`src/hw/sdo_defs.svh`:
```
// Offsets, field positions, reset values and widths of the data output block
`ifndef SDO_DEFS_SVH
`define SDO_DEFS_SVH

`define SDO_AW            8
`define SDO_DW            32
`define SDO_NBIT          4
`define SDO_ADDR_W        5

`define SDO_OFS_CTRL      8'h00
`define SDO_OFS_SEL       8'h04
`define SDO_OFS_FIX       8'h08
`define SDO_OFS_STAT      8'h0c

`define SDO_CTRL_SYNC     0
`define SDO_CTRL_GATE     1
`define SDO_CTRL_MUX      2
`define SDO_CTRL_W        3

`define SDO_ST_OUT_LSB    0
`define SDO_ST_IN_LSB     4
`define SDO_ST_BLOCK      8
`define SDO_ST_ACTIVE     9
`define SDO_ST_MODE_LSB   10
`define SDO_ST_ARMED      12

`define SDO_RST_CTRL      3'h0
`define SDO_RST_SEL       4'h0
`define SDO_RST_FIX       4'h0
`define SDO_OWN_LIMIT     2'h2

`endif

```
`src/hw/sdo_pkg.sv`:
```
// Types shared by the data output block
package sdo_pkg;
   typedef enum logic [1:0] {
      SDO_FIRST = 2'h0,
      SDO_SYNC  = 2'h1,
      SDO_OWN   = 2'h3
   } sdo_mode_e;
endpackage

```
`src/hw/sdo_sync.sv`:
```
// Two-stage synchroniser for the pin inputs
`timescale 1ns/1ps
`default_nettype none
module sdo_sync (
   input  wire logic       REF_CLK,
   input  wire logic       RST,
   input  wire logic [4:0] D,
   output logic      [4:0] Q
);
   logic [4:0] meta_r;

   always_ff @(posedge REF_CLK or posedge RST) begin
      if (RST) begin
         meta_r <= 5'h00;
         Q      <= 5'h00;
      end else begin
         meta_r <= D;
         Q      <= meta_r;
      end
   end
endmodule // sdo_sync
`default_nettype wire

```
`src/hw/sdo_top.sv`:
```
// Data port output path with fixed driving and synchronous data I/O
//
// Behaviour
// - Output bit with select set drives the fixed value; exchanges ignored.
// - Pin index equals bit position in select and fixed value registers.
// - Select all zero by default; all pins then follow exchange data.
// - Sync inactive if flag 0; active if set, ungated or pin two low.
// - Pin two sampled at strobe fall; decides next output event.
// - Sync and gating both set keep pin two multiplexing off.
// - Trigger when call address is below previous good call address.
// - At trigger, outputs and strobe only if own data arrived last cycle.
// - Inputs captured at every trigger regardless of received data.
// - Lowest-address slave holds received data one full cycle.
// - Inputs sampled at lowest slave return in the same response.
// - First exchange after unblocking is regular: immediate sample and apply.
// - Afterwards data I/O repeats at the common trigger, fully synchronous.
// - Three consecutive own-address calls leave synchronous mode.
// - A call to another address re-enters; next own call is regular.
// - Gated lowest slave drops one value on pin rise, repeats on fall.
// - Strobe still generated in sync mode, at the trigger instead of at the own call.
// - Exchange block flag set at reset, cleared by first parameter call.
//
// The APB slave port and the register offsets were left to the implementer.
`timescale 1ns/1ps
`default_nettype none
`include "sdo_defs.svh"
module sdo_top
   import sdo_pkg::*;
(
   input  wire logic                   REF_CLK,
   input  wire logic                   RST,
   input  wire logic                   PSEL,
   input  wire logic                   PENABLE,
   input  wire logic                   PWRITE,
   input  wire logic [`SDO_AW-1:0]     PADDR,
   input  wire logic [`SDO_DW-1:0]     PWDATA,
   output logic      [`SDO_DW-1:0]     PRDATA,
   output logic                        PREADY,
   output logic                        PSLVERR,
   input  wire logic [`SDO_ADDR_W-1:0] SLAVE_ADDR,
   input  wire logic                   MASTER_IO_CALL,
   input  wire logic [`SDO_ADDR_W-1:0] CALL_ADDR,
   input  wire logic [`SDO_NBIT-1:0]   CALL_DATA,
   input  wire logic                   WRITE_PARAMETER_CALL,
   input  wire logic [`SDO_NBIT-1:0]   DATA_IN,
   input  wire logic                   PARAM_PIN_TWO,
   output logic      [`SDO_NBIT-1:0]   DATA_OUT,
   output logic                        DATA_STROBE,
   output logic      [`SDO_NBIT-1:0]   RESP_DATA,
   output logic                        PARAM_PIN_TWO_MUX_EN
);

   ////////////////////////////////////////////////////////////////////////////
   // Declarations
   logic [`SDO_CTRL_W-1:0] ctrl_r;
   logic [`SDO_NBIT-1:0]   sel_r;
   logic [`SDO_NBIT-1:0]   fix_r;
   logic [`SDO_NBIT-1:0]   exch_r;
   logic [`SDO_NBIT-1:0]   pend_r;
   logic [`SDO_NBIT-1:0]   out_nxt;
   logic [`SDO_ADDR_W-1:0] prev_addr_r;
   logic [1:0]             own_cnt_r;
   logic [4:0]             pins_s;
   logic [`SDO_NBIT-1:0]   din_s;
   logic                   p2_s;
   logic                   p2_smp_r;
   logic                   block_r;
   logic                   armed_r;
   logic                   sync_en;
   logic                   gate_en;
   logic                   sync_act;
   logic                   in_sync;
   logic                   own_call;
   logic                   other_call;
   logic                   trig;
   logic                   reg_xfer;
   logic                   apb_setup;
   logic                   apb_wr;
   sdo_mode_e              mode_r;

   ////////////////////////////////////////////////////////////////////////////
   // Register decode
   function automatic logic addr_hit(input logic [`SDO_AW-1:0] a, input logic wr);
      addr_hit = (a == `SDO_OFS_CTRL) || (a == `SDO_OFS_SEL) || (a == `SDO_OFS_FIX) ||
                 ((a == `SDO_OFS_STAT) && !wr);
   endfunction

   function automatic logic [`SDO_DW-1:0] rd_val(input logic [`SDO_AW-1:0] a);
      rd_val = 32'h0000_0000;
      case (a)
         `SDO_OFS_CTRL: rd_val[`SDO_CTRL_W-1:0] = ctrl_r;
         `SDO_OFS_SEL:  rd_val[`SDO_NBIT-1:0]   = sel_r;
         `SDO_OFS_FIX:  rd_val[`SDO_NBIT-1:0]   = fix_r;
         `SDO_OFS_STAT: begin
            rd_val[`SDO_ST_OUT_LSB +: `SDO_NBIT] = DATA_OUT;
            rd_val[`SDO_ST_IN_LSB +: `SDO_NBIT]  = RESP_DATA;
            rd_val[`SDO_ST_BLOCK]                = block_r;
            rd_val[`SDO_ST_ACTIVE]               = in_sync;
            rd_val[`SDO_ST_MODE_LSB +: 2]        = mode_r;
            rd_val[`SDO_ST_ARMED]                = armed_r;
         end
         default: rd_val = 32'h0000_0000;
      endcase
   endfunction

   ////////////////////////////////////////////////////////////////////////////
   // Pin synchroniser
   sdo_sync u_sync (
      .REF_CLK (REF_CLK),
      .RST     (RST),
      .D       ({PARAM_PIN_TWO, DATA_IN}),
      .Q       (pins_s)
   );

   assign din_s = pins_s[`SDO_NBIT-1:0];
   assign p2_s  = pins_s[`SDO_NBIT];

   ////////////////////////////////////////////////////////////////////////////
   // APB slave, answers with one access cycle
   assign apb_setup = PSEL && !PENABLE;
   assign apb_wr    = PSEL && PENABLE && PREADY && PWRITE && addr_hit(PADDR, 1'b1);

   always_ff @(posedge REF_CLK or posedge RST) begin
      if (RST) begin
         PREADY  <= 1'b0;
         PSLVERR <= 1'b0;
         PRDATA  <= 32'h0000_0000;
      end else begin
         PREADY <= apb_setup;
         if (apb_setup) begin
            PSLVERR <= !addr_hit(PADDR, PWRITE);
            PRDATA  <= PWRITE ? 32'h0000_0000 : rd_val(PADDR);
         end
      end
   end

   // Configuration written by any APB write, at any time
   always_ff @(posedge REF_CLK or posedge RST) begin
      if (RST) begin
         ctrl_r <= `SDO_RST_CTRL;
         sel_r  <= `SDO_RST_SEL;
         fix_r  <= `SDO_RST_FIX;
      end else if (apb_wr) begin
         case (PADDR)
            `SDO_OFS_CTRL: ctrl_r <= PWDATA[`SDO_CTRL_W-1:0];
            `SDO_OFS_SEL:  sel_r  <= PWDATA[`SDO_NBIT-1:0];
            `SDO_OFS_FIX:  fix_r  <= PWDATA[`SDO_NBIT-1:0];
            default: ;
         endcase
      end
   end

   ////////////////////////////////////////////////////////////////////////////
   // Call classification and trigger
   assign sync_en    = ctrl_r[`SDO_CTRL_SYNC];
   assign gate_en    = ctrl_r[`SDO_CTRL_GATE];
   assign sync_act   = sync_en && !(gate_en && p2_smp_r);
   assign in_sync    = sync_act && (mode_r == SDO_SYNC);
   assign own_call   = MASTER_IO_CALL && !block_r && (CALL_ADDR == SLAVE_ADDR);
   assign other_call = MASTER_IO_CALL && (CALL_ADDR != SLAVE_ADDR);
   assign trig       = in_sync && MASTER_IO_CALL && (CALL_ADDR < prev_addr_r);
   assign reg_xfer   = own_call && !in_sync;

   always_ff @(posedge REF_CLK or posedge RST) begin
      if (RST) begin
         block_r <= 1'b1;
      end else if (WRITE_PARAMETER_CALL) begin
         block_r <= 1'b0;
      end
   end

   always_ff @(posedge REF_CLK or posedge RST) begin
      if (RST) begin
         prev_addr_r <= 5'h00;
      end else if (MASTER_IO_CALL) begin
         prev_addr_r <= CALL_ADDR;
      end
   end

   ////////////////////////////////////////////////////////////////////////////
   // Synchronous mode sequencing
   always_ff @(posedge REF_CLK or posedge RST) begin
      if (RST) begin
         own_cnt_r <= 2'h0;
      end else if (other_call) begin
         own_cnt_r <= 2'h0;
      end else if (own_call && own_cnt_r != 2'h3) begin
         own_cnt_r <= own_cnt_r + 2'h1;
      end
   end

   always_ff @(posedge REF_CLK or posedge RST) begin
      if (RST) begin
         mode_r <= SDO_FIRST;
      end else if (!sync_act) begin
         mode_r <= SDO_FIRST;
      end else begin
         unique case (mode_r)
            SDO_FIRST: if (own_call) mode_r <= SDO_SYNC;
            SDO_SYNC:  if (own_call && own_cnt_r == `SDO_OWN_LIMIT) mode_r <= SDO_OWN;
            SDO_OWN:   if (other_call) mode_r <= SDO_FIRST;
            default:   mode_r <= SDO_FIRST;
         endcase
      end
   end

   // Own data held until the next trigger; leaving sync drops it
   always_ff @(posedge REF_CLK or posedge RST) begin
      if (RST) begin
         armed_r <= 1'b0;
         pend_r  <= 4'h0;
      end else if (in_sync && own_call) begin
         armed_r <= 1'b1;
         pend_r  <= CALL_DATA;
      end else if (trig || !in_sync) begin
         armed_r <= 1'b0;
      end
   end

   ////////////////////////////////////////////////////////////////////////////
   // Data I/O events
   always_ff @(posedge REF_CLK or posedge RST) begin
      if (RST) begin
         exch_r      <= 4'h0;
         DATA_STROBE <= 1'b0;
      end else if (reg_xfer) begin
         exch_r      <= CALL_DATA;
         DATA_STROBE <= 1'b1;
      end else if (trig && armed_r) begin
         exch_r      <= pend_r;
         DATA_STROBE <= 1'b1;
      end else begin
         DATA_STROBE <= 1'b0;
      end
   end

   always_ff @(posedge REF_CLK or posedge RST) begin
      if (RST) begin
         RESP_DATA <= 4'h0;
      end else if (reg_xfer || trig) begin
         RESP_DATA <= din_s;
      end
   end

   always_ff @(posedge REF_CLK or posedge RST) begin
      if (RST) begin
         p2_smp_r <= 1'b0;
      end else if (DATA_STROBE) begin
         p2_smp_r <= p2_s;
      end
   end

   always_ff @(posedge REF_CLK or posedge RST) begin
      if (RST) begin
         PARAM_PIN_TWO_MUX_EN <= 1'b0;
      end else begin
         PARAM_PIN_TWO_MUX_EN <= ctrl_r[`SDO_CTRL_MUX] && !(sync_en && gate_en);
      end
   end

   ////////////////////////////////////////////////////////////////////////////
   // Output pin selection
   genvar gi;
   generate
      for (gi = 0; gi < `SDO_NBIT; gi++) begin : g_out
         assign out_nxt[gi] = sel_r[gi] ? fix_r[gi] : exch_r[gi];
      end
   endgenerate

   always_ff @(posedge REF_CLK or posedge RST) begin
      if (RST) begin
         DATA_OUT <= 4'h0;
      end else begin
         DATA_OUT <= out_nxt;
      end
   end
endmodule // sdo_top
`default_nettype wire

```
`config.mk`:
```
export PLATFORM = sky130hd
export DESIGN_NAME = sdo_top
export DESIGN_NICKNAME = d
export VERILOG_FILES = /design/src/hw/sdo_pkg.sv /design/src/hw/sdo_sync.sv /design/src/hw/sdo_top.sv
export VERILOG_INCLUDE_DIRS = /design/src /design/src/hw
export SDC_FILE = /design/constraint.sdc
export NUM_CORES = 1
export LEC_CHECK = 0
export BUFFER_PORTS_ARGS = -buffer_cell sky130_fd_sc_hd__buf_2
export CAP_MARGIN = 20
export CORE_ASPECT_RATIO = 0.6
export CORE_MARGIN = 5
export CORE_UTILIZATION = 44
export DETAILED_ROUTE_END_ITERATION = 8
export PLACE_DENSITY = 0.76
export SLEW_MARGIN = 10
export SYNTH_ARGS = -nofsm -noshare
export SYNTH_HDL_FRONTEND = slang
export SYNTH_SLANG_ARGS = --single-unit
```
`constraint.sdc`:
```
create_clock -name REF_CLK -period 1.98 [get_ports REF_CLK]
set_clock_uncertainty 0.05 [all_clocks]
set_input_delay 0.099 -clock REF_CLK [delete_from_list [all_inputs] [get_ports REF_CLK]]
set_output_delay 0.099 -clock REF_CLK [all_outputs]
set_load 0.1 [all_outputs]
```
==> impl_metrics.xml <==
<?xml version="1.0" encoding="UTF-8"?>
<metrics>
  <group name="worst_setup_path">
    <metric name="r2r_setup_slack" unit="ns">0.06</metric>
    <metric name="regToRegStartpoint" unit="">ctrl_r[0]</metric>
    <metric name="arrival" unit="ns">2.11</metric>
    <metric name="worstPathRequired" unit="ns">2.16</metric>
    <metric name="endpoint_kind" unit="">flip-flop</metric>
    <metric name="setup.worst_path.start" unit="">CALL_ADDR[2]</metric>
    <metric name="ff2ff_path_depth" unit="">5</metric>
    <metric name="cp-start-kind" unit="">input port</metric>
    <metric name="path_max_fanout" unit="">4</metric>
    <metric name="setup.worst_path.end" unit="">RESP_DATA[2]</metric>
    <metric name="critical_path_class" unit="">input port to flip-flop</metric>
    <metric name="critical_path.reg2reg.endpoint" unit="">RESP_DATA[2]</metric>
  </group>
  <group name="final_layout">
    <metric name="final_nets" unit="">400</metric>
    <metric name="num-fill-cells" unit="">566</metric>
    <metric name="fin_util" unit="">0.567</metric>
    <metric name="multi_input_comb_area" unit="mm2">0.00115</metric>
    <metric name="antenna_cells" unit="">0</metric>
    <metric name="synthToLayoutAreaGrowth" unit="%">27.0</metric>
    <metric name="register_area" unit="mm2">0.00165</metric>
    <metric name="post_route_cells_drive_above_1_share" unit="">0.375</metric>
  </group>
  <group name="yosys">
    <metric name="post_synth_inst_count" unit="">236</metric>
    <metric name="synthArstFlopShare" unit="">1.00</metric>
    <metric name="netlist_area" unit="mm2">0.00294</metric>
    <metric name="ys.warnings.count" unit="">0</metric>
    <metric name="synthesized_area_per_cell" unit="um2">12.5</metric>
    <metric name="yosys.area.top_type" unit="">sky130_fd_sc_hd__dfrtp_1</metric>
    <metric name="seq_area_frac_synth" unit="">0.562</metric>
    <metric name="number_of_storage_elements_in_the_synthesis_netlist" unit="">66</metric>
    <metric name="synth_top_cells_by_area" unit="">sky130_fd_sc_hd__dfrtp_1, sky130_fd_sc_hd__mux2_2, sky130_fd_sc_hd__buf_4, sky130_fd_sc_hd__a22o_1, sky130_fd_sc_hd__ha_1</metric>
    <metric name="postSynth.topFlopCell" unit="">sky130_fd_sc_hd__dfrtp_1</metric>
    <metric name="synth_edf_count" unit="">0</metric>
    <metric name="yosysTopAreaCellShare" unit="">0.553</metric>
    <metric name="synth.distinct_cells" unit="">45</metric>
  </group>
  <group name="timing">
    <metric name="timing_hold_violations_final" unit="">0</metric>
    <metric name="final_slew_viol_count" unit="">0</metric>
    <metric name="min_period" unit="ns">1.93</metric>
    <metric name="maxClockFrequency" unit="MHz">519</metric>
    <metric name="grt_setup_unrepaired" unit="">yes</metric>
    <metric name="post-route-period-util" unit="">0.973</metric>
    <metric name="worst_setup_slack_after_layout" unit="ns">0.0534</metric>
    <metric name="setup_violations" unit="">0</metric>
  </group>
  <group name="routing">
    <metric name="route.antenna.remaining_nets" unit="">0</metric>
    <metric name="drt_first_pass_iters" unit="">4</metric>
    <metric name="detailedRoute.firstIterationViolations" unit="">107</metric>
    <metric name="routed-via-count" unit="">2005</metric>
    <metric name="avgViaCountPerCell" unit="">4.77</metric>
    <metric name="drt_wl_total" unit="um">5970</metric>
    <metric name="route.detailed.drc" unit="">0</metric>
    <metric name="detail_route.wl_per_cell" unit="um">14.2</metric>
  </group>
  <group name="cts">
    <metric name="cts.repair_timing.setup_buffer_count" unit="">0</metric>
    <metric name="numClockSinks" unit="">66</metric>
    <metric name="cts_root_buf" unit="">sky130_fd_sc_hd__clkbuf_8</metric>
    <metric name="clock_tree.htree_level_count" unit="">3</metric>
    <metric name="clock_insertion_delay_worst_skew" unit="ns">0.34</metric>
    <metric name="max_clock_buf_depth" unit="">2</metric>
    <metric name="cts_tree" unit="">done</metric>
    <metric name="clk_pin_slew" unit="ns">0.07</metric>
    <metric name="tritoncts.num_buffers" unit="">9</metric>
  </group>
  <group name="place">
    <metric name="port_buffers" unit="">62</metric>
    <metric name="detailed_place_hpwl" unit="um">4410</metric>
    <metric name="place_congestion" unit="">0.785</metric>
    <metric name="place_worst_setup_slack" unit="ns">0.0974</metric>
  </group>
  <group name="die">
    <metric name="ios" unit="">110</metric>
    <metric name="placeableCoreArea" unit="mm2">0.00659</metric>
    <metric name="design.die.area" unit="mm2">0.00848</metric>
    <metric name="dieHeight" unit="um">73.3</metric>
    <metric name="die_width" unit="um">116</metric>
    <metric name="std_cell_rows" unit="">23</metric>
    <metric name="starting_density_of_the_core" unit="">0.447</metric>
  </group>
  <group name="pwr">
    <metric name="max-vdd-ir-drop" unit="mV">0.657</metric>
    <metric name="power.static_leakage" unit="uW">0.00190</metric>
    <metric name="power_per_cell_area" unit="mW/mm2">1020</metric>
    <metric name="total_power" unit="uW">3800</metric>
  </group>
  <group name="grt">
    <metric name="grt_overflow" unit="">0</metric>
    <metric name="grt_pass1_wl" unit="um">9610</metric>
    <metric name="pin_count_of_the_biggest_net_entering_global_routing" unit="">67</metric>
    <metric name="grt_antenna_before_repair" unit="">0</metric>
    <metric name="number_of_global_route_vias_before_repair" unit="">1990</metric>
    <metric name="gr-usage-all-layers" unit="">0.152</metric>
  </group>
  <group name="status">
    <metric name="status" unit="">complete, no violations</metric>
  </group>
  <group name="min_path">
    <metric name="hold_class" unit="">input port to flip-flop</metric>
  </group>
  <group name="flow_run">
    <metric name="maxCapViolCount" unit="">0</metric>
  </group>
</metrics>
[worst min-delay path by stage]
stage	from	endpoint	slack, ns	depth (start not counted)
floorplan	DATA_IN[0]	u_sync.meta_r[0]	0.08	0
global placement	RST	PRDATA[8]	0.14	3
detailed placement	RST	PRDATA[8]	0.15	3
CTS	PSEL	PREADY	0.05	3
global route	PWRITE	PSLVERR	0.08	3
finish	PWRITE	PSLVERR	0.07	3
[metrics by stage]
| stage | hold slack, ns | instance area (um2) | instances | setup TNS [ns] |
|---|---|---|---|---|
| floorplan | 0.0804 | 3020 | 254 | -0.0414 |
| global placement | 0.139 | 3320 | 384 | 0 |
| detailed placement | 0.149 | 3320 | 384 | 0 |
| CTS | 0.0545 | 3720 | 420 | 0 |
| global route | 0.0804 | 3740 | 420 | -0.000428 |
| finish | 0.0743 | 3740 | 420 | 0 |
[timing repair]
| action | CTS | global route |
|---|---|---|
| endpoints found under the setup margin | 0 | 8 |
| resized for setup | 0 | 2 |
| hold buffers | 20 | 0 |
| endpoints found under the hold margin | 95 | 0 |
[cell type report]
type                    instances  area share
repair buffers                 90       0.156
flip-flops and latches         66       0.443
clock buffers                  12      0.0415
well taps                      87      0.0291
inverters                      10      0.0100
clock inverters                 4      0.0134
multi-input cells             151       0.307
[flip-flops by register name, indices dropped and copies added (netlist names), 2 cells and up]
signal and flops:
PRDATA 13, prev_addr_r 5, u_sync.Q 5, u_sync.meta_r 5
DATA_OUT 4, RESP_DATA 4, exch_r 4, fix_r 4
pend_r 4, sel_r 4, ctrl_r 3, mode_r 2
own_cnt_r 2
[metal layers]
| metal | share of wire | track usage |
|---|---|---|
| met2 | 0.43 | 0.222 |
| met3 | 0.096 | 0.0642 |
| met4 | 0.0074 | 0.0508 |
| met5 | 0 | 0 |
| met1 | 0.46 | 0.205 |
[power breakdown]
part	total (uW)	switching (uW)	leakage [uW]	internal [uW]
clock network	1140	492	0.0000986	648
registers	1570	87.1	0.000858	1490
logic	1080	835	0.000942	247
[logic make-up (layout without fill, tap and decap cells)]
group / Yosys count / in the layout / synth area share
compound gates: 41 / 41 / 0.0974
xor+xnor: 5 / 5 / 0.0149
fa+ha+maj: 6 / 6 / 0.0255
buf+inv: 37 / 116 / 0.0765
flops: 66 / 66 / 0.562
mux: 33 / 33 / 0.141
other cells: 1 / 19 / 0.00127
simple gates: 47 / 47 / 0.0821
[synthesized netlist by cell type, types with 2 or more instances]
cell type / number
sky130_fd_sc_hd__dfrtp_1: 65
sky130_fd_sc_hd__mux2_2: 21
sky130_fd_sc_hd__buf_4: 19
sky130_fd_sc_hd__nand2_1: 16
sky130_fd_sc_hd__nor2_1: 11
sky130_fd_sc_hd__inv_1: 10
sky130_fd_sc_hd__o21ai_0: 10
sky130_fd_sc_hd__a22o_1: 9
sky130_fd_sc_hd__a21oi_1: 6
sky130_fd_sc_hd__clkbuf_1: 6
sky130_fd_sc_hd__ha_1: 6
sky130_fd_sc_hd__mux2i_1: 5
sky130_fd_sc_hd__nand2b_1: 5
sky130_fd_sc_hd__mux2_4: 4
sky130_fd_sc_hd__xnor2_1: 4
sky130_fd_sc_hd__a31oi_1: 3
sky130_fd_sc_hd__mux4_2: 3
sky130_fd_sc_hd__a211oi_1: 2
sky130_fd_sc_hd__a21boi_0: 2
sky130_fd_sc_hd__buf_6: 2
sky130_fd_sc_hd__nand4_1: 2
sky130_fd_sc_hd__or2_2: 2
[worst max-delay path: stages]
cell and delay, ns:
sky130_fd_sc_hd__dlygate4sd3_1 0.53, sky130_fd_sc_hd__buf_2 0.14, sky130_fd_sc_hd__ha_1 0.32, sky130_fd_sc_hd__a21o_1 0.19, sky130_fd_sc_hd__a31oi_2 0.19, sky130_fd_sc_hd__nor2_1 0.11, sky130_fd_sc_hd__o21a_4 0.24, sky130_fd_sc_hd__mux2_4 0.30
[cell usage in the layout, fill, tap and decap left out, types with 2 or more instances in the layout]
cell	count
sky130_fd_sc_hd__mux4_2	3
sky130_fd_sc_hd__a21boi_0	2
sky130_fd_sc_hd__mux2_2	21
sky130_fd_sc_hd__mux2i_1	5
sky130_fd_sc_hd__a31oi_1	2
sky130_fd_sc_hd__clkinvlp_4	2
sky130_fd_sc_hd__buf_4	7
sky130_fd_sc_hd__or2_2	2
sky130_fd_sc_hd__nand4_1	2
sky130_fd_sc_hd__dfrtp_1	64
sky130_fd_sc_hd__nand2_1	16
sky130_fd_sc_hd__conb_1	19
sky130_fd_sc_hd__inv_1	9
sky130_fd_sc_hd__clkbuf_8	11
sky130_fd_sc_hd__o21ai_0	10
sky130_fd_sc_hd__a21oi_1	6
sky130_fd_sc_hd__nand2b_1	5
sky130_fd_sc_hd__buf_2	62
sky130_fd_sc_hd__dlygate4sd3_1	20
sky130_fd_sc_hd__ha_1	6
sky130_fd_sc_hd__mux2_4	4
sky130_fd_sc_hd__nor2_1	11
sky130_fd_sc_hd__a22o_1	9
sky130_fd_sc_hd__xnor2_1	4
(Power assumes the default switching activity.)
